File: config.mk
export PLATFORM = sky130hd
export DESIGN_NAME = stats_engine_ctrl
export DESIGN_NICKNAME = d
export VERILOG_FILES = /design/src/stats_engine_pkg.sv /design/src/stats_subengine_seq.sv /design/src/stats_engine_ctrl.sv
export SDC_FILE = /design/constraint.sdc
export NUM_CORES = 1
export LEC_CHECK = 0
export ABC_CLOCK_PERIOD_IN_PS = 2100
export BUFFER_PORTS_ARGS = -buffer_cell sky130_fd_sc_hd__buf_2
export CORE_ASPECT_RATIO = 0.7
export CORE_MARGIN = 2
export CORE_UTILIZATION = 30
export CTS_CLUSTER_SIZE = 16
export DETAILED_ROUTE_END_ITERATION = 12
export SETUP_SLACK_MARGIN = 0.05
export SYNTH_ARGS = -nofsm -noshare
export SYNTH_HDL_FRONTEND = slang
export SYNTH_SLANG_ARGS = --single-unit
File: constraint.sdc
create_clock -name i_ref_clk -period 2.1 [get_ports i_ref_clk]
set_input_delay 0.42 -clock i_ref_clk [delete_from_list [all_inputs] [get_ports i_ref_clk]]
set_output_delay 0.42 -clock i_ref_clk [all_outputs]
set_load 0.005 [all_outputs]
File: src/stats_engine_pkg.sv
// Summary of operation
// - Focus and exposure sub-engines each start from their own enable bit.
// - Always continuous; frames follow the capture controller video port timing.
// - Clearing an enable mid-frame takes effect only at that frame's end.
// - Each sub-engine gives one completion interrupt and one DMA event per frame.
// - At start of frame a busy flag sets only if its enable is 1.
// - Busy clears and DMA event fires when locked settings may change.
// - Completion interrupt waits until all frame output reached memory.
// - Both interrupts merge to one output, both DMA events to another.
// - Busy flag returns to 0 when its sub-engine finishes a frame.
// - Shadowed registers read back last write; hardware uses it from next frame.
// - Only main control and two buffer start registers are shadowed.
// - Writes to locked registers while busy complete but change nothing.
// - Subsystem hardware reset returns every register to its reset value.
package stats_engine_pkg;

  // ---------------------------------------------------------------
  // Register map (byte addresses)
  // ---------------------------------------------------------------
  localparam logic [7:0] ADDR_MAIN_CTRL = 8'h00;
  localparam logic [7:0] ADDR_FOCUS_BUF = 8'h04;
  localparam logic [7:0] ADDR_EXPO_BUF = 8'h08;
  localparam logic [7:0] ADDR_WIN_START = 8'h0c;
  localparam logic [7:0] ADDR_WIN_SIZE = 8'h10;
  localparam logic [7:0] ADDR_BLACK_WIN = 8'h14;
  localparam logic [7:0] ADDR_SUBSAMPLE = 8'h18;
  localparam logic [7:0] ADDR_PAXEL_CFG = 8'h1c;
  localparam int ADDR_W = 8;

  // ---------------------------------------------------------------
  // Main control field positions
  // ---------------------------------------------------------------
  localparam int BIT_FOCUS_EN = 0;
  localparam int BIT_MEDIAN_EN = 1;
  localparam int BIT_EXPO_EN = 2;
  localparam int BIT_COMPAND_EN = 3;
  localparam int BIT_FOCUS_BUSY = 4;
  localparam int BIT_EXPO_BUSY = 5;
  localparam int MEDIAN_THRESHOLD_LSB = 8;
  localparam int MEDIAN_THRESHOLD_W = 8;
  localparam int SAT_LSB = 16;
  localparam int SAT_W = 10;

  // Buffer addresses keep 64-byte alignment: low bits read as zero
  localparam int BUF_ALIGN_BITS = 6;
  localparam logic [31:0] BUF_ADDR_MASK = 32'hffff_ffc0;

  localparam logic [1:0] RESP_OKAY = 2'b00;
  localparam logic [1:0] RESP_SLVERR = 2'b10;
  localparam logic [31:0] RESET_WORD = 32'h0000_0000;

  localparam int NUM_ENGINES = 2;
  localparam int ENG_FOCUS = 0;
  localparam int ENG_EXPO = 1;

  typedef enum logic {
    ENG_IDLE,
    ENG_RUN
  } eng_state_t;

  // Frame-active control fields handed to the datapath
  typedef struct packed {
    logic [SAT_W-1:0] saturation_limit;
    logic [MEDIAN_THRESHOLD_W-1:0] median_threshold;
    logic exposure_compand_enable;
    logic exposure_engine_enable;
    logic focus_median_enable;
    logic focus_engine_enable;
  } stats_ctrl_t;

  // Busy-locked geometry settings
  typedef struct packed {
    logic [31:0] exposure_window_start;
    logic [31:0] exposure_window_size;
    logic [31:0] exposure_black_window;
    logic [31:0] exposure_subsample_cfg;
    logic [31:0] focus_paxel_cfg;
  } stats_geom_t;

endpackage

File: src/stats_subengine_seq.sv
module stats_subengine_seq (
  input wire logic i_ref_clk,
  input wire logic i_resetn,
  input wire logic i_sof,
  input wire logic i_eof,
  input wire logic i_enable,
  input wire logic i_wr_done,
  output logic o_busy,
  output logic o_event,
  output logic o_irq
);

  stats_engine_pkg::eng_state_t state_q, state_d;
  logic pending_q, pending_d;
  logic finish;
  logic irq_d;

  // A running frame closes at the frame end edge
  assign finish = (state_q == stats_engine_pkg::ENG_RUN) && i_eof;
  assign irq_d = pending_q && i_wr_done;
  // New finish wins over the drain acknowledge of the previous frame
  assign pending_d = (pending_q && !i_wr_done) || finish;

  always_comb begin
    state_d = state_q;
    case (state_q)
      stats_engine_pkg::ENG_IDLE: begin
        if (i_sof && i_enable) begin
          state_d = stats_engine_pkg::ENG_RUN;
        end
      end
      stats_engine_pkg::ENG_RUN: begin
        if (i_eof) begin
          state_d = stats_engine_pkg::ENG_IDLE;
        end
      end
      default: state_d = stats_engine_pkg::ENG_IDLE;
    endcase
  end

  always_ff @(posedge i_ref_clk or negedge i_resetn) begin
    if (!i_resetn) begin
      state_q <= stats_engine_pkg::ENG_IDLE;
      pending_q <= 1'b0;
      o_busy <= 1'b0;
      o_event <= 1'b0;
      o_irq <= 1'b0;
    end else begin
      state_q <= state_d;
      pending_q <= pending_d;
      o_busy <= (state_d == stats_engine_pkg::ENG_RUN);
      o_event <= finish;
      o_irq <= irq_d;
    end
  end

endmodule

File: src/stats_engine_ctrl.sv
module stats_engine_ctrl (
  input wire logic i_ref_clk,
  input wire logic i_resetn,
  // AXI4-Lite slave
  input wire logic [7:0] i_s_axi_awaddr,
  input wire logic i_s_axi_awvalid,
  output logic o_s_axi_awready,
  input wire logic [31:0] i_s_axi_wdata,
  input wire logic [3:0] i_s_axi_wstrb,
  input wire logic i_s_axi_wvalid,
  output logic o_s_axi_wready,
  output logic [1:0] o_s_axi_bresp,
  output logic o_s_axi_bvalid,
  input wire logic i_s_axi_bready,
  input wire logic [7:0] i_s_axi_araddr,
  input wire logic i_s_axi_arvalid,
  output logic o_s_axi_arready,
  output logic [31:0] o_s_axi_rdata,
  output logic [1:0] o_s_axi_rresp,
  output logic o_s_axi_rvalid,
  input wire logic i_s_axi_rready,
  // Capture controller video port frame signal (high during a frame)
  input wire logic i_vp_frame,
  // Output write-back completion from each sub-engine's memory path
  input wire logic i_focus_wr_done,
  input wire logic i_exposure_wr_done,
  // Settings in use for the current frame
  output stats_engine_pkg::stats_ctrl_t o_active_ctrl,
  output logic [31:0] o_focus_buffer_start,
  output logic [31:0] o_exposure_buffer_start,
  output stats_engine_pkg::stats_geom_t o_geom,
  output logic o_focus_busy_flag,
  output logic o_exposure_busy_flag,
  output logic o_irq,
  output logic o_dma_event
);

  // ---------------------------------------------------------------
  // Video port synchroniser and frame edges
  // ---------------------------------------------------------------
  logic vp_meta_q;
  logic vp_sync_q;
  logic vp_prev_q;
  logic sof;
  logic eof;

  always_ff @(posedge i_ref_clk or negedge i_resetn) begin
    if (!i_resetn) begin
      vp_meta_q <= 1'b0;
      vp_sync_q <= 1'b0;
      vp_prev_q <= 1'b0;
    end else begin
      // Only the second and third stages feed logic; the first may still be settling
      vp_meta_q <= i_vp_frame;
      vp_sync_q <= vp_meta_q;
      vp_prev_q <= vp_sync_q;
    end
  end

  assign sof = vp_sync_q && !vp_prev_q;
  assign eof = !vp_sync_q && vp_prev_q;

  // ---------------------------------------------------------------
  // Register storage
  // ---------------------------------------------------------------
  stats_engine_pkg::stats_ctrl_t ctrl_q;
  logic [31:0] focus_buf_q;
  logic [31:0] expo_buf_q;
  stats_engine_pkg::stats_geom_t geom_q;

  logic [stats_engine_pkg::NUM_ENGINES-1:0] eng_busy;
  logic [stats_engine_pkg::NUM_ENGINES-1:0] eng_event;
  logic [stats_engine_pkg::NUM_ENGINES-1:0] eng_irq;
  logic [stats_engine_pkg::NUM_ENGINES-1:0] eng_enable;
  logic [stats_engine_pkg::NUM_ENGINES-1:0] eng_wr_done;
  logic any_busy;

  assign eng_enable[stats_engine_pkg::ENG_FOCUS] = ctrl_q.focus_engine_enable;
  assign eng_enable[stats_engine_pkg::ENG_EXPO] = ctrl_q.exposure_engine_enable;
  assign eng_wr_done[stats_engine_pkg::ENG_FOCUS] = i_focus_wr_done;
  assign eng_wr_done[stats_engine_pkg::ENG_EXPO] = i_exposure_wr_done;
  assign any_busy = |eng_busy;

  // ---------------------------------------------------------------
  // Per-engine frame sequencing
  // ---------------------------------------------------------------
  // Each engine keeps its own state; only the outputs are merged
  genvar g;
  generate
    for (g = 0; g < stats_engine_pkg::NUM_ENGINES; g = g + 1) begin : gen_eng
      stats_subengine_seq u_seq (
        .i_ref_clk(i_ref_clk),
        .i_resetn(i_resetn),
        .i_sof(sof),
        .i_eof(eof),
        .i_enable(eng_enable[g]),
        .i_wr_done(eng_wr_done[g]),
        .o_busy(eng_busy[g]),
        .o_event(eng_event[g]),
        .o_irq(eng_irq[g])
      );
    end
  endgenerate

  // ---------------------------------------------------------------
  // AXI4-Lite write channel
  // ---------------------------------------------------------------
  logic aw_held_q;
  logic [7:0] aw_addr_q;
  logic w_held_q;
  logic [31:0] w_data_q;
  logic [3:0] w_strb_q;
  logic wr_fire;
  logic [31:0] wr_mask;
  logic wr_mapped;
  logic wr_locked_reg;
  logic wr_allowed;

  // A new write waits until the previous response has been taken
  assign wr_fire = aw_held_q && w_held_q && !o_s_axi_bvalid;
  assign wr_mask = {{8{w_strb_q[3]}}, {8{w_strb_q[2]}}, {8{w_strb_q[1]}}, {8{w_strb_q[0]}}};

  // Unmapped writes answer SLVERR and change nothing
  assign wr_mapped = (aw_addr_q == stats_engine_pkg::ADDR_MAIN_CTRL)
    || (aw_addr_q == stats_engine_pkg::ADDR_FOCUS_BUF)
    || (aw_addr_q == stats_engine_pkg::ADDR_EXPO_BUF)
    || (aw_addr_q == stats_engine_pkg::ADDR_WIN_START)
    || (aw_addr_q == stats_engine_pkg::ADDR_WIN_SIZE)
    || (aw_addr_q == stats_engine_pkg::ADDR_BLACK_WIN)
    || (aw_addr_q == stats_engine_pkg::ADDR_SUBSAMPLE)
    || (aw_addr_q == stats_engine_pkg::ADDR_PAXEL_CFG);

  assign wr_locked_reg = wr_mapped
    && (aw_addr_q != stats_engine_pkg::ADDR_MAIN_CTRL)
    && (aw_addr_q != stats_engine_pkg::ADDR_FOCUS_BUF)
    && (aw_addr_q != stats_engine_pkg::ADDR_EXPO_BUF);

  assign wr_allowed = wr_fire && !(wr_locked_reg && any_busy);

  // Plain byte-lane merge into a 32-bit register
  function automatic logic [31:0] merge(input logic [31:0] old, input logic [31:0] nw,
                                        input logic [31:0] m);
    merge = (old & ~m) | (nw & m);
  endfunction

  always_ff @(posedge i_ref_clk or negedge i_resetn) begin
    if (!i_resetn) begin
      aw_held_q <= 1'b0;
      aw_addr_q <= '0;
      // Readies are flops that mirror the free state of each slot
      o_s_axi_awready <= 1'b1;
      o_s_axi_wready <= 1'b1;
      w_held_q <= 1'b0;
      w_data_q <= stats_engine_pkg::RESET_WORD;
      w_strb_q <= '0;
      o_s_axi_bvalid <= 1'b0;
      o_s_axi_bresp <= stats_engine_pkg::RESP_OKAY;
    end else begin
      if (i_s_axi_awvalid && !aw_held_q) begin
        aw_held_q <= 1'b1;
        o_s_axi_awready <= 1'b0;
        aw_addr_q <= i_s_axi_awaddr;
      end else if (wr_fire) begin
        aw_held_q <= 1'b0;
        o_s_axi_awready <= 1'b1;
      end
      if (i_s_axi_wvalid && !w_held_q) begin
        w_held_q <= 1'b1;
        o_s_axi_wready <= 1'b0;
        w_data_q <= i_s_axi_wdata;
        w_strb_q <= i_s_axi_wstrb;
      end else if (wr_fire) begin
        w_held_q <= 1'b0;
        o_s_axi_wready <= 1'b1;
      end
      if (wr_fire) begin
        o_s_axi_bvalid <= 1'b1;
        // Blocked writes still answer OKAY; only unmapped ones fail
        o_s_axi_bresp <= wr_mapped ? stats_engine_pkg::RESP_OKAY
                                   : stats_engine_pkg::RESP_SLVERR;
      end else if (i_s_axi_bready) begin
        o_s_axi_bvalid <= 1'b0;
      end
    end
  end

  // ---------------------------------------------------------------
  // Register writes
  // ---------------------------------------------------------------
  logic [31:0] ctrl_word;
  logic [31:0] ctrl_new;

  assign ctrl_word = {{(32 - stats_engine_pkg::SAT_LSB - stats_engine_pkg::SAT_W){1'b0}},
                      ctrl_q.saturation_limit,
                      {(stats_engine_pkg::SAT_LSB - stats_engine_pkg::MEDIAN_THRESHOLD_LSB
                        - stats_engine_pkg::MEDIAN_THRESHOLD_W){1'b0}},
                      ctrl_q.median_threshold,
                      {(stats_engine_pkg::MEDIAN_THRESHOLD_LSB - stats_engine_pkg::BIT_EXPO_BUSY - 1){1'b0}},
                      eng_busy[stats_engine_pkg::ENG_EXPO],
                      eng_busy[stats_engine_pkg::ENG_FOCUS],
                      ctrl_q.exposure_compand_enable,
                      ctrl_q.exposure_engine_enable,
                      ctrl_q.focus_median_enable,
                      ctrl_q.focus_engine_enable};
  // Busy bits read live; a write to them is merged but never stored
  assign ctrl_new = merge(ctrl_word, w_data_q, wr_mask);

  always_ff @(posedge i_ref_clk or negedge i_resetn) begin
    if (!i_resetn) begin
      ctrl_q <= '0;
      focus_buf_q <= stats_engine_pkg::RESET_WORD;
      expo_buf_q <= stats_engine_pkg::RESET_WORD;
      geom_q <= '0;
    end else if (wr_allowed) begin
      case (aw_addr_q)
        stats_engine_pkg::ADDR_MAIN_CTRL: begin
          ctrl_q.focus_engine_enable <= ctrl_new[stats_engine_pkg::BIT_FOCUS_EN];
          ctrl_q.focus_median_enable <= ctrl_new[stats_engine_pkg::BIT_MEDIAN_EN];
          ctrl_q.exposure_engine_enable <= ctrl_new[stats_engine_pkg::BIT_EXPO_EN];
          ctrl_q.exposure_compand_enable <= ctrl_new[stats_engine_pkg::BIT_COMPAND_EN];
          ctrl_q.median_threshold <=
            ctrl_new[stats_engine_pkg::MEDIAN_THRESHOLD_LSB +: stats_engine_pkg::MEDIAN_THRESHOLD_W];
          ctrl_q.saturation_limit <=
            ctrl_new[stats_engine_pkg::SAT_LSB +: stats_engine_pkg::SAT_W];
        end
        stats_engine_pkg::ADDR_FOCUS_BUF: begin
          focus_buf_q <= merge(focus_buf_q, w_data_q, wr_mask)
                         & stats_engine_pkg::BUF_ADDR_MASK;
        end
        stats_engine_pkg::ADDR_EXPO_BUF: begin
          expo_buf_q <= merge(expo_buf_q, w_data_q, wr_mask)
                        & stats_engine_pkg::BUF_ADDR_MASK;
        end
        stats_engine_pkg::ADDR_WIN_START: begin
          geom_q.exposure_window_start <= merge(geom_q.exposure_window_start, w_data_q, wr_mask);
        end
        stats_engine_pkg::ADDR_WIN_SIZE: begin
          geom_q.exposure_window_size <= merge(geom_q.exposure_window_size, w_data_q, wr_mask);
        end
        stats_engine_pkg::ADDR_BLACK_WIN: begin
          geom_q.exposure_black_window <= merge(geom_q.exposure_black_window, w_data_q, wr_mask);
        end
        stats_engine_pkg::ADDR_SUBSAMPLE: begin
          geom_q.exposure_subsample_cfg <=
            merge(geom_q.exposure_subsample_cfg, w_data_q, wr_mask);
        end
        stats_engine_pkg::ADDR_PAXEL_CFG: begin
          geom_q.focus_paxel_cfg <= merge(geom_q.focus_paxel_cfg, w_data_q, wr_mask);
        end
        default: begin
        end
      endcase
    end
  end

  // ---------------------------------------------------------------
  // Shadow transfer at start of frame
  // ---------------------------------------------------------------
  // A write in the frame-start cycle lands one frame later
  // new values from next frame
  always_ff @(posedge i_ref_clk or negedge i_resetn) begin
    if (!i_resetn) begin
      o_active_ctrl <= '0;
      o_focus_buffer_start <= stats_engine_pkg::RESET_WORD;
      o_exposure_buffer_start <= stats_engine_pkg::RESET_WORD;
    end else if (sof) begin
      o_active_ctrl <= ctrl_q;
      o_focus_buffer_start <= focus_buf_q;
      o_exposure_buffer_start <= expo_buf_q;
    end
  end

  // ---------------------------------------------------------------
  // AXI4-Lite read channel
  // ---------------------------------------------------------------
  logic [31:0] rd_word;
  logic rd_mapped;
  logic rd_take;

  // Address is taken only while no read data waits for the master
  assign rd_take = i_s_axi_arvalid && !o_s_axi_rvalid;

  always_comb begin
    rd_word = stats_engine_pkg::RESET_WORD;
    rd_mapped = 1'b1;
    case (i_s_axi_araddr)
      stats_engine_pkg::ADDR_MAIN_CTRL: rd_word = ctrl_word;
      stats_engine_pkg::ADDR_FOCUS_BUF: rd_word = focus_buf_q;
      stats_engine_pkg::ADDR_EXPO_BUF: rd_word = expo_buf_q;
      stats_engine_pkg::ADDR_WIN_START: rd_word = geom_q.exposure_window_start;
      stats_engine_pkg::ADDR_WIN_SIZE: rd_word = geom_q.exposure_window_size;
      stats_engine_pkg::ADDR_BLACK_WIN: rd_word = geom_q.exposure_black_window;
      stats_engine_pkg::ADDR_SUBSAMPLE: rd_word = geom_q.exposure_subsample_cfg;
      stats_engine_pkg::ADDR_PAXEL_CFG: rd_word = geom_q.focus_paxel_cfg;
      default: rd_mapped = 1'b0;
    endcase
  end

  always_ff @(posedge i_ref_clk or negedge i_resetn) begin
    if (!i_resetn) begin
      o_s_axi_rvalid <= 1'b0;
      o_s_axi_arready <= 1'b1;
      o_s_axi_rdata <= stats_engine_pkg::RESET_WORD;
      o_s_axi_rresp <= stats_engine_pkg::RESP_OKAY;
    end else if (rd_take) begin
      o_s_axi_rvalid <= 1'b1;
      o_s_axi_arready <= 1'b0;
      o_s_axi_rdata <= rd_word;
      o_s_axi_rresp <= rd_mapped ? stats_engine_pkg::RESP_OKAY
                                 : stats_engine_pkg::RESP_SLVERR;
    end else if (i_s_axi_rready) begin
      o_s_axi_rvalid <= 1'b0;
      o_s_axi_arready <= 1'b1;
    end
  end

  // ---------------------------------------------------------------
  // Merged outputs
  // ---------------------------------------------------------------
  always_ff @(posedge i_ref_clk or negedge i_resetn) begin
    if (!i_resetn) begin
      o_geom <= '0;
      o_focus_busy_flag <= 1'b0;
      o_exposure_busy_flag <= 1'b0;
      o_irq <= 1'b0;
      o_dma_event <= 1'b0;
    end else begin
      o_geom <= geom_q;
      o_focus_busy_flag <= eng_busy[stats_engine_pkg::ENG_FOCUS];
      o_exposure_busy_flag <= eng_busy[stats_engine_pkg::ENG_EXPO];
      // Both engines end on the same frame edge, so their events share a pulse
      // merged irq and event
      o_irq <= |eng_irq;
      o_dma_event <= |eng_event;
    end
  end

endmodule

# Yosys cells after proc, flatten, opt, wreduce, memory -nomap -nowiden

Index checks and enable logic that the tools add are counted.

Flip-flop bits (word level): 570
Latch bits: 0
Memory bits (writable): 0
ROM bits: 0
Input port bits: 62
Output and inout port bits: 291
Memories kept: 0

Add/sub/neg operators: 0
Multipliers: 0
Div/mod/pow operators: 0
$lt $le $gt $ge: 0
Eq/ne operators: 16
Shift operators: 0
Multiplexer cells: 21
Bitwise operators: 20
Reduce and logical (&&, ||, !) cells: 57

Operators by type and width:

| cell                                                            | count |
|---|---|
| 32-bit bitwise AND                                              | 8 |
| 32-bit case mux with 8 select lines                             | 1 |
| 32-bit bitwise OR                                               | 7 |
| 8-bit by 5-bit == test with 1-bit output, second input constant | 8 |
| 8-bit by 4-bit == test with 1-bit output, second input constant | 4 |
| 32-bit NOT                                                      | 1 |
| 26-bit bitwise AND                                              | 1 |
| 26-bit bitwise OR                                               | 1 |
| 1-bit logical AND                                               | 20 |
| 8-bit by 3-bit == test with 1-bit output, second input constant | 2 |
| 8-bit zero test                                                 | 2 |
| 1-bit two-way mux                                               | 16 |
| 2-bit AND reduction                                             | 8 |
| 1-bit zero test                                                 | 9 |
| 1-bit logical OR                                                | 9 |
| 8-bit by 3-bit != test with 1-bit output, second input constant | 1 |
| 8-bit by 4-bit != test with 1-bit output, second input constant | 1 |
| 2-bit nonzero test                                              | 4 |
| 8-bit nonzero test                                              | 1 |
| 8-bit OR reduction                                              | 1 |
| 2-bit OR reduction                                              | 3 |
| 2-bit two-way mux                                               | 2 |
| 1-bit case mux with 2 select lines                              | 2 |
| 1-bit NOT                                                       | 2 |

# Longest topological paths before layout

Gate-level depths: netlist of run 1.

Depth after elaboration: 15
Depth in mapped cells: 8
Mapped depth without buffers: 5

# By module

Synthesis of run 1 repeated with hierarchy kept, for this count alone.

Cell total of the unflattened synthesis: 1522
Area, all modules: 21564.4 um2

By module, submodules not included:

| module              | times used | cells each | area each (um2) | seq. area each (um2) |
|---|---|---|---|---|
| stats_engine_ctrl   | 1          | 1502       | 21284.2         | 14017.2 |
| stats_subengine_seq | 2          | 10         | 140.1           | 100.1 |

# Worst setup path after synthesis of run 1

OpenSTA, ideal clock, no wires.

Path kind: flip-flop to flip-flop
Start: register o_s_axi_bvalid
End: register (tool-made name)
Library setup time: 0.125 ns
Data arrival time: 1.796 ns
Path slack: 0.179 ns
Stages on the path, launching flop included: 6
Buffers on the path: 0
Cells stage by stage: dfrtp_1 nand3b_2 nor3b_2 nand2_1 nor2_2 mux2_2

RTL lines:

| element                  | line                     | RTL |
|---|---|---|
| start: declaration       | stats_engine_ctrl.sv:13  | `output logic o_s_axi_bvalid,` |
| start signal: assignment | stats_engine_ctrl.sv:156 | `o_s_axi_bvalid <= 1'b0;` |
| start signal: assignment | stats_engine_ctrl.sv:177 | `o_s_axi_bvalid <= 1'b1;` |
| start signal: assignment | stats_engine_ctrl.sv:182 | `o_s_axi_bvalid <= 1'b0;` |

==> impl_metrics.env, run 1 <==
export IMPL_min_period_over_period_pct=101
export IMPL_finalHoldViolCount=0
export IMPL_synth_cells=1521
export IMPL_num_io_pins=353
export IMPL_cp_start_kind="flip-flop"
export IMPL_cp_required_ps=2590
export IMPL_antenna_found_initial=7
export IMPL_path_cells="nor3_4, nor2b_4, o21a_4, buf_12, buf_6, nand4_4, mux2_4"
export IMPL_path_buf_inv=2
export IMPL_fillers=6804
export IMPL_rsz0062_at_grt="yes"
export IMPL_drtPass1Iterations=5
export IMPL_clock_path_buffers=3
export IMPL_portBuffers=338
export IMPL_end_kind="flip-flop"
export IMPL_vias=14300
export IMPL_hold_class="input port to flip-flop"
export IMPL_arrival_ps=2610
export IMPL_ys_seq_area_share_pct=66.2
export IMPL_path_class="flip-flop to flip-flop"
export IMPL_worst_slew_pin_slew_ps=668
export IMPL_period_needed_ps=2120
export IMPL_via_per_inst=4.76
export IMPL_setup_violations=11
export IMPL_synthArstFlopShare_pct=100
export IMPL_synth_area_um2=21500
export IMPL_drc=0
export IMPL_cts_buffers=57
export IMPL_synth_ff_type="dfrtp_1"
export IMPL_max_stage_delay_ps=410
export IMPL_pwr_density_cell_nw_per_um2=1070
export IMPL_clkSlewWorstSetupHoldPaths_ps=60
export IMPL_fmax_ghz=0.472
export IMPL_first_iter_violations=1106
export IMPL_antenna_left=0
export IMPL_setup_tns_ps=-75.4
export IMPL_cp_top_family="simple AND/OR/NAND/NOR gates"
export IMPL_yosysWarnings=0
export IMPL_leakage_nw=14.7
export IMPL_synth_cell_types=59
export IMPL_grt_pass1_wl_um=105000
export IMPL_area_growth_pct=29.6
export IMPL_drive_above_1_share_pct=45.4
export IMPL_cts_root_buf="clkbuf_16"
export IMPL_dpl_hpwl_um=51700
export IMPL_track_usage_pct=19.4
export IMPL_yosysTopAreaCellShare_pct=65.8
export IMPL_synth_edf_count=0
export IMPL_ys_seq_elements=568
export IMPL_multi_input_comb_area_um2=7220
export IMPL_avgRoutedWirePerCell_um=24.0
export IMPL_first_global_vias=15200
export IMPL_syn_avg_cell_area_um2=14.1
export IMPL_violations="setup timing"
export IMPL_cp_max_fo=8
export IMPL_start_util_pct=30.2
export IMPL_grt_max_degree=75
export IMPL_slew_violations=0
export IMPL_cts_tree="done"
export IMPL_gp_congestion=0.848
export IMPL_die_x_um=324
export IMPL_row_count=82
export IMPL_ff_latch_area_um2=14200
export IMPL_maxSlewHeadroom_pct=55.1
export IMPL_maxCapViolCount=0
export IMPL_grt_overflow_total=0
export IMPL_yosysTopAreaCell="dfrtp_1"
export IMPL_die_h_um=228
export IMPL_drt_total_wl_um=71900
export IMPL_layout_setup_ws_ps=-18.8
export IMPL_outcome="complete, but fails checks"
export IMPL_fp_coreArea_um2=71200
export IMPL_ys_top_cells_by_area="dfrtp_1 (66%), mux2_2 (15%), nand2_1 (4.8%)"
export IMPL_finalClockSkew_ps=11.2
export IMPL_clock_sinks=568
export IMPL_cp_slowest_cell="dfrtp_1"
export IMPL_clock_latency_ps=610
export IMPL_place_ws_ps=-143
export IMPL_dieArea_um2=73800
export IMPL_irDropWorstVdd_uv=614
export IMPL_nNetsFinal=2045
export IMPL_htree_levels=2
[power breakdown]
group	internal (mW)	total (mW)	switching (mW)
Sequential	12.7	14.7	2.00
Clock	6.03	10.5	4.46
Combinational	2.34	4.57	2.23
Total	21.0	29.7	8.70
[metal layers]
metal  track usage [%]  routed length [um]  up-vias
met3              5.38                5220       99
met2              29.4               32100      431
li1                  -                   -     6228
met4              5.41                1770        4
met5                 0                  32        -
met1              27.2               32900     7532
[synthesized netlist by cell type (all sizes together) (2+ instances only)]
cell type	n
nor3b	2
nor2	35
dfstp	3
a21o	2
dfrtp	565
a22o	10
a211oi	4
nor3	6
a22oi	10
and3	6
nand3	12
and2	7
and4b	4
or2	4
inv	7
buf	44
nor2b	8
o2bb2ai	4
nand2	273
a31oi	6
mux2	295
o21ai	28
clkbuf	38
nand4	17
o41ai	2
nor4	2
mux2i	31
a221o	2
o21a	3
a21oi	29
nand2b	3
mux4	15
a221oi	20
a32oi	2
o22ai	11
[cells in the final DEF (no fill, tap or decap), types with 8 or more instances in the layout]
| cell | Yosys | layout |
|---|---|---|
| nand4_4 | 10 | 11 |
| mux2_4 | 5 | 76 |
| conb_1 | 1 | 14 |
| a22oi_1 | 10 | 10 |
| mux2i_1 | 31 | 31 |
| o21ai_0 | 28 | 28 |
| dfrtp_1 | 565 | 564 |
| nand2_1 | 273 | 269 |
| a221oi_1 | 20 | 20 |
| nor2_1 | 28 | 26 |
| buf_12 | 1 | 36 |
| mux4_2 | 15 | 15 |
| o22ai_1 | 11 | 11 |
| buf_4 | 19 | 86 |
| nand3_1 | 12 | 12 |
| clkinv_2 | 0 | 12 |
| a21oi_1 | 29 | 29 |
| mux2_2 | 288 | 219 |
| buf_2 | 21 | 336 |
| a22o_1 | 10 | 10 |
| clkbuf_16 | 0 | 59 |
| clkbuf_8 | 0 | 11 |
| dlygate4sd3_1 | 0 | 8 |
[repair_timing]
item / in CTS / in global routing
hold endpoints to repair: 31 / 0
cloned: 1 / 0
buffers inserted: 4 / 1
gates resized for setup: 47 / 45
pin swaps: 4 / 2
endpoints found under the setup margin: 208 / 154
hold buffers: 8 / 0
[through the flow]
step	power [mW]	hold WS (ps)	cell area (um2)	utilization, %	instances
detailed placement	19.1	339	25400	35.6	2876
CTS	29.9	0.746	27600	38.8	2994
global placement	18.9	341	25400	35.6	2876
finish	29.7	43.7	27800	39.1	3000
global route	31.1	8.73	27800	39.1	2995
floorplan	16.3	124	21500	-	1534
[path summary, 6_finish.rpt]
check / from / endpoint / slack, ps / cells after the start
setup reg to reg: aw_addr_q[5] / flip-flop / -20 / 7
setup / recovery: aw_addr_q[5] / flip-flop / -20 / 7
min in group asynchronous: i_resetn / aw_addr_q[3] / 320 / 2
max in group asynchronous: i_resetn / async pin / 860 / 4
hold / removal: i_s_axi_wdata[2] / w_data_q[2] / 40 / 2
hold reg to reg: vp_meta_q / vp_sync_q / 350 / 0
[final cells by class]
| class | instances | area share, % |
|---|---|---|
| Inverter | 8 | 0.108 |
| Sequential cell | 568 | 51.1 |
| Tap cell | 966 | 4.34 |
| Timing Repair Buffer | 472 | 11.5 |
| Clock buffer | 77 | 5.94 |
| Multi-Input combinational cell | 876 | 25.9 |
| Clock inverter | 28 | 1.01 |
| Antenna cell | 5 | 0.0449 |
[kinds of logic (layout without fill, tap and decap cells)]
kind of cell	Yosys count	in the layout	share of synthesized area, %
mux	341	341	18.6
compound gates	137	137	4.28
buf+inv	90	585	2.17
simple gates	384	384	8.78
flops	568	568	66.2
other cells	1	19	0.0175
Power figures use the tool's default switching activity.
==> run 2: changes to the inputs <==
TNS_END_PERCENT = 5   (was not set)
==> impl_metrics.env, run 2 (synthesis gave the netlist of run 1 again) <==
export IMPL_outcome="complete, but fails checks"
export IMPL_violations="setup timing"
export IMPL_fillers=6812
export IMPL_finalHoldViolCount=0
export IMPL_drc=0
export IMPL_avgRoutedWirePerCell_um=24.0
export IMPL_worst_slew_pin_slew_ps=671
export IMPL_fp_coreArea_um2=71200
export IMPL_pwr_density_cell_nw_per_um2=1070
export IMPL_via_per_inst=4.77
export IMPL_min_from="i_s_axi_wdata[2]"
export IMPL_place_inst=2876
export IMPL_arrival_ps=2630
export IMPL_cts_root_buf="clkbuf_16"
export IMPL_clkSlewWorstSetupHoldPaths_ps=60
export IMPL_grt_max_degree=75
export IMPL_min_period_over_period_pct=102
export IMPL_end_kind="flip-flop"
export IMPL_portBuffers=338
export IMPL_finalClockSkew_ps=11.1
export IMPL_num_io_pins=353
export IMPL_vias=14300
export IMPL_crit_path_start="aw_addr_q[5]"
export IMPL_slew_violations=0
export IMPL_antenna_found_initial=7
export IMPL_drive_above_1_share_pct=45.3
export IMPL_fin_area_um2=27800
export IMPL_final_common_cell="dfrtp_1"
export IMPL_drt_total_wl_um=72000
export IMPL_internal_power_mw=21.0
export IMPL_irDropWorstVdd_uv=614
export IMPL_cp_start_kind="flip-flop"
export IMPL_dieArea_um2=73800
export IMPL_setup_violations=20
export IMPL_first_iter_violations=1004
export IMPL_place_area_um2=25400
export IMPL_gp_congestion=0.848
export IMPL_area_growth_pct=29.4
export IMPL_grt_pass1_wl_um=105000
export IMPL_grt_overflow_total=0
export IMPL_hold_class="input port to flip-flop"
export IMPL_first_global_vias=15200
export IMPL_layout_setup_ws_ps=-37.0
export IMPL_nNetsFinal=2044
export IMPL_track_usage_pct=19.4
export IMPL_power_share_clock_pct=35.3
export IMPL_worstHoldPathCells=2
export IMPL_cp_max_fo=8
export IMPL_leakage_nw=14.7
export IMPL_switching_share_pct=29.2
export IMPL_start_util_pct=30.2
export IMPL_mostFrequentLayoutCells="dfrtp_1 (564), buf_2 (336), nand2_1 (269), mux2_2 (222), buf_4 (87)"
export IMPL_seqPwrFrac_pct=49.4
export IMPL_combPwrFrac_pct=15.3
export IMPL_clock_sinks=568
export IMPL_cts_buffers=57
export IMPL_htree_levels=2
export IMPL_clock_path_buffers=3
export IMPL_dpl_hpwl_um=51700
export IMPL_maxCapViolCount=0
export IMPL_drtPass1Iterations=6
export IMPL_die_x_um=324
export IMPL_p_switching_mw=8.69
export IMPL_fmax_ghz=0.468
export IMPL_clock_latency_ps=610
export IMPL_r2r_start="aw_addr_q[5]"
export IMPL_period_needed_ps=2140
export IMPL_rsz0062_at_grt="yes"
export IMPL_maxSlewHeadroom_pct=54.9
export IMPL_antenna_left=0
export IMPL_row_count=82
export IMPL_reg2reg_depth=7
export IMPL_cp_required_ps=2590
export IMPL_path_class="flip-flop to flip-flop"
export IMPL_layout_cells_non_filler=2997
export IMPL_die_h_um=228
export IMPL_cts_tree="done"
## run 2: cell types whose count changed in the layout (fill, tap and decap cells not counted), sizes merged
| cell | before | now |
|---|---|---|
| diode | 5 | 3 |
| buf | 464 | 463 |
## run 2: path summary, 6_finish.rpt
path | end | slack (ps)
hold / removal | w_data_q[2] | 40
min in group asynchronous | aw_addr_q[3] | 320
max in group asynchronous | async pin | 860
setup reg to reg | flip-flop | -40
hold reg to reg | vp_sync_q | 350
setup / recovery | flip-flop | -40
## run 2: power by group through the flow
stage	clock network, mW	logic [mW]	registers, mW
3_5_place_dp	0	4.33	14.8
3_3_place_gp	0	4.23	14.7
2_1_floorplan	0	2.35	14.0
4_1_cts	10.7	4.54	14.6
5_1_grt	11.2	4.93	14.9
6_report	10.5	4.55	14.7
## run 2: final cells by class
class / instances / area [um2] / share of cell area, %
sequential: 568 / 14200 / 51.2
clock buffer: 77 / 1650 / 5.95
clock inverter: 28 / 280 / 1.01
antenna: 3 / 7.51 / 0.0270
tap: 966 / 1210 / 4.35
timing repair buffer: 471 / 3190 / 11.5
inverter: 8 / 30.0 / 0.108
multi-input combinational: 876 / 7200 / 25.9
## run 2: metrics by stage
stage          worst slack, ps  util (%)  total power [mW]  setup TNS, ps  hold slack (ps)
2_1_floorplan              179         -              16.3              0              124
4_1_cts                  -8.25      38.8              29.9          -28.5            0.746
3_3_place_gp              -110      35.6              18.9          -9450              341
3_5_place_dp              -143      35.6              19.1         -11540              339
6_report                 -37.0      39.0              29.7           -252             41.7
5_1_grt                  -89.3      39.0              31.1          -3310             8.73
## run 2: worst max-delay path: stages (launching register included)
cell	delay [ps]
dfrtp_1	410
nor3_4	240
nor2b_4	200
o21a_4	200
buf_12	150
buf_6	100
nand4_4	290
mux2_4	410
## run 2: what timing repair did
action	4_1_cts	5_1_grt
pin swaps	4	2
buffers inserted	4	0
resized for setup	41	44
endpoints found under the hold margin	31	0
setup endpoints to repair	208	170
gates cloned	1	0
hold buffers	8	0
## run 2: per-layer routing
layer,track usage (%),share of wire [%]
met5,0,0.044
met4,5.41,2.6
met3,5.42,7.5
met2,29.4,44
met1,27.2,46
==> run 3: changes to the inputs <==
CORE_UTILIZATION = 50   (was 30)
PLACE_DENSITY = 0.72   (was not set)
==> impl_metrics.env, run 3 (synthesis gave the netlist of run 1 again) <==
export IMPL_outcome="completed"
export IMPL_drtPass1Iterations=5
export IMPL_leakage_nw=14.4
export IMPL_cts_buffers=52
export IMPL_hold_class="input port to flip-flop"
export IMPL_arrival_ps=2530
export IMPL_drive_above_1_share_pct=44.8
export IMPL_cp_start_kind="flip-flop"
export IMPL_num_io_pins=353
export IMPL_min_period_over_period_pct=98.9
export IMPL_cts_root_buf="clkbuf_16"
export IMPL_clock_sinks=568
export IMPL_route_met2_wl_um=28600
export IMPL_maxCapViolCount=0
export IMPL_min_from="i_s_axi_rready"
export IMPL_start_util_pct=50.8
export IMPL_die_x_um=252
export IMPL_fp_coreArea_um2=42300
export IMPL_top_layer_used="met4"
export IMPL_via_per_inst=5.62
export IMPL_final_util_pct=63.5
export IMPL_p_total_mw=29.0
export IMPL_pwr_density_cell_nw_per_um2=1080
export IMPL_clock_latency_ps=570
export IMPL_end_kind="flip-flop"
export IMPL_cp_required_ps=2550
export IMPL_grt_pass1_wl_um=93500
export IMPL_setup_violations=0
export IMPL_vias=14300
export IMPL_worst_slew_pin_slew_ps=842
export IMPL_reg2reg_depth=6
export IMPL_die_h_um=177
export IMPL_portBuffers=338
export IMPL_period_needed_ps=2080
export IMPL_diodes=0
export IMPL_htree_levels=2
export IMPL_gp_congestion=0.865
export IMPL_nNetsFinal=2024
export IMPL_grt_overflow_total=0
export IMPL_irDropWorstVdd_uv=694
export IMPL_maxSlewHeadroom_pct=43.9
export IMPL_rsz0062_at_grt="yes"
export IMPL_whs_endpoint="o_s_axi_rvalid"
export IMPL_antenna_found_initial=0
export IMPL_antenna_left=0
export IMPL_wl_met1_um=27100
export IMPL_clkSlewWorstSetupHoldPaths_ps=70
export IMPL_clock_path_buffers=3
export IMPL_fmax_ghz=0.481
export IMPL_area_growth_pct=25.1
export IMPL_first_global_vias=14900
export IMPL_final_common_cell="dfrtp_1"
export IMPL_finalHoldViolCount=0
export IMPL_cts_tree="done"
export IMPL_finalClockSkew_ps=18.6
export IMPL_avgRoutedWirePerCell_um=24.5
export IMPL_reg2reg_slack_ps=20
export IMPL_whs_ps=44.7
export IMPL_dpl_hpwl_um=43700
export IMPL_drc=0
export IMPL_mostFrequentLayoutCells="dfrtp_1 (565), buf_2 (336), nand2_1 (270), mux2_2 (252), buf_4 (81)"
export IMPL_worstHoldPathCells=2
export IMPL_setup_tns_ps=0
export IMPL_cp_max_fo=8
export IMPL_slew_violations=0
export IMPL_grt_max_degree=75
export IMPL_track_usage_pct=28.3
export IMPL_row_count=63
export IMPL_dieArea_um2=44700
export IMPL_drt_total_wl_um=62600
export IMPL_path_class="flip-flop to flip-flop"
export IMPL_wl_met3_um=5110
export IMPL_first_iter_violations=1119
export IMPL_r2r_start="aw_addr_q[6]"
-- run 3: cell count changes in the layout (fill, tap and decap cells not counted), moves of 5 or more --
cell           change
clkbuf_8           -5
bufinv_16          +5
mux2_2            +30
mux2_4            -28
buf_4              -6
dlygate4sd3_1      -6
clkbuf_16          -5
-- run 3: worst max path at each step --
| stage | cells after the start | startpoint | endpoint |
|---|---|---|---|
| after floorplan | 5 | o_s_axi_bvalid | flip-flop |
| after global placement | 6 | i_s_axi_araddr[3] | o_s_axi_rdata[12] |
| after detailed placement | 7 | aw_addr_q[5] | flip-flop |
| after CTS | 7 | aw_addr_q[5] | flip-flop |
| after global routing | 6 | aw_addr_q[6] | flip-flop |
| final | 6 | aw_addr_q[6] | flip-flop |
-- run 3: what timing repair did --
action / 4_1_cts / 5_1_grt
setup endpoints to repair: 177 / 191
gates resized for setup: 22 / 28
endpoints found under the hold margin: 32 / 0
hold buffers: 2 / 0
pin swaps: 2 / 2
buffers inserted: 1 / 2
cloned: 0 / 1
-- run 3: cell type report --
type / instances / area [um2]
clock buffers: 67 / 1440
clock inverters: 27 / 378
fillers: 3156 / 15500
inverters: 8 / 30.0
multi-input cells: 876 / 7070
flip-flops and latches: 568 / 14200
well taps: 552 / 691
repair buffers: 456 / 3050
-- run 3: through the flow --
step / instances / area, um2 / setup WS, ps
after floorplan: 1534 / 21500 / 179
after global placement: 2454 / 24800 / -64.0
after detailed placement: 2454 / 24800 / -102
after CTS: 2551 / 26700 / 6.31
after global routing: 2554 / 26900 / -36.2
final: 2554 / 26900 / 23.0
-- run 3: critical path, stage by stage (launching register included) --
cell and delay (ps):
dfrtp_1 400, nor3_2 270, nor2b_4 200, o21a_4 170, buf_12 140, nand4_2 350, mux2_2 430
-- run 3: routing by layer --
metal	up-vias	track usage (%)
met5	-	0
met4	0	8.78
met3	111	7.26
met2	613	43.1
met1	7459	40.2
li1	6161	-
-- run 3: report_power, final --
group	total [mW]	leakage [nW]	internal [mW]	switching, mW
sequential	14.6	7.78	12.7	1.96
clock	10.1	0.894	5.95	4.10
combinational	4.33	5.77	2.25	2.08
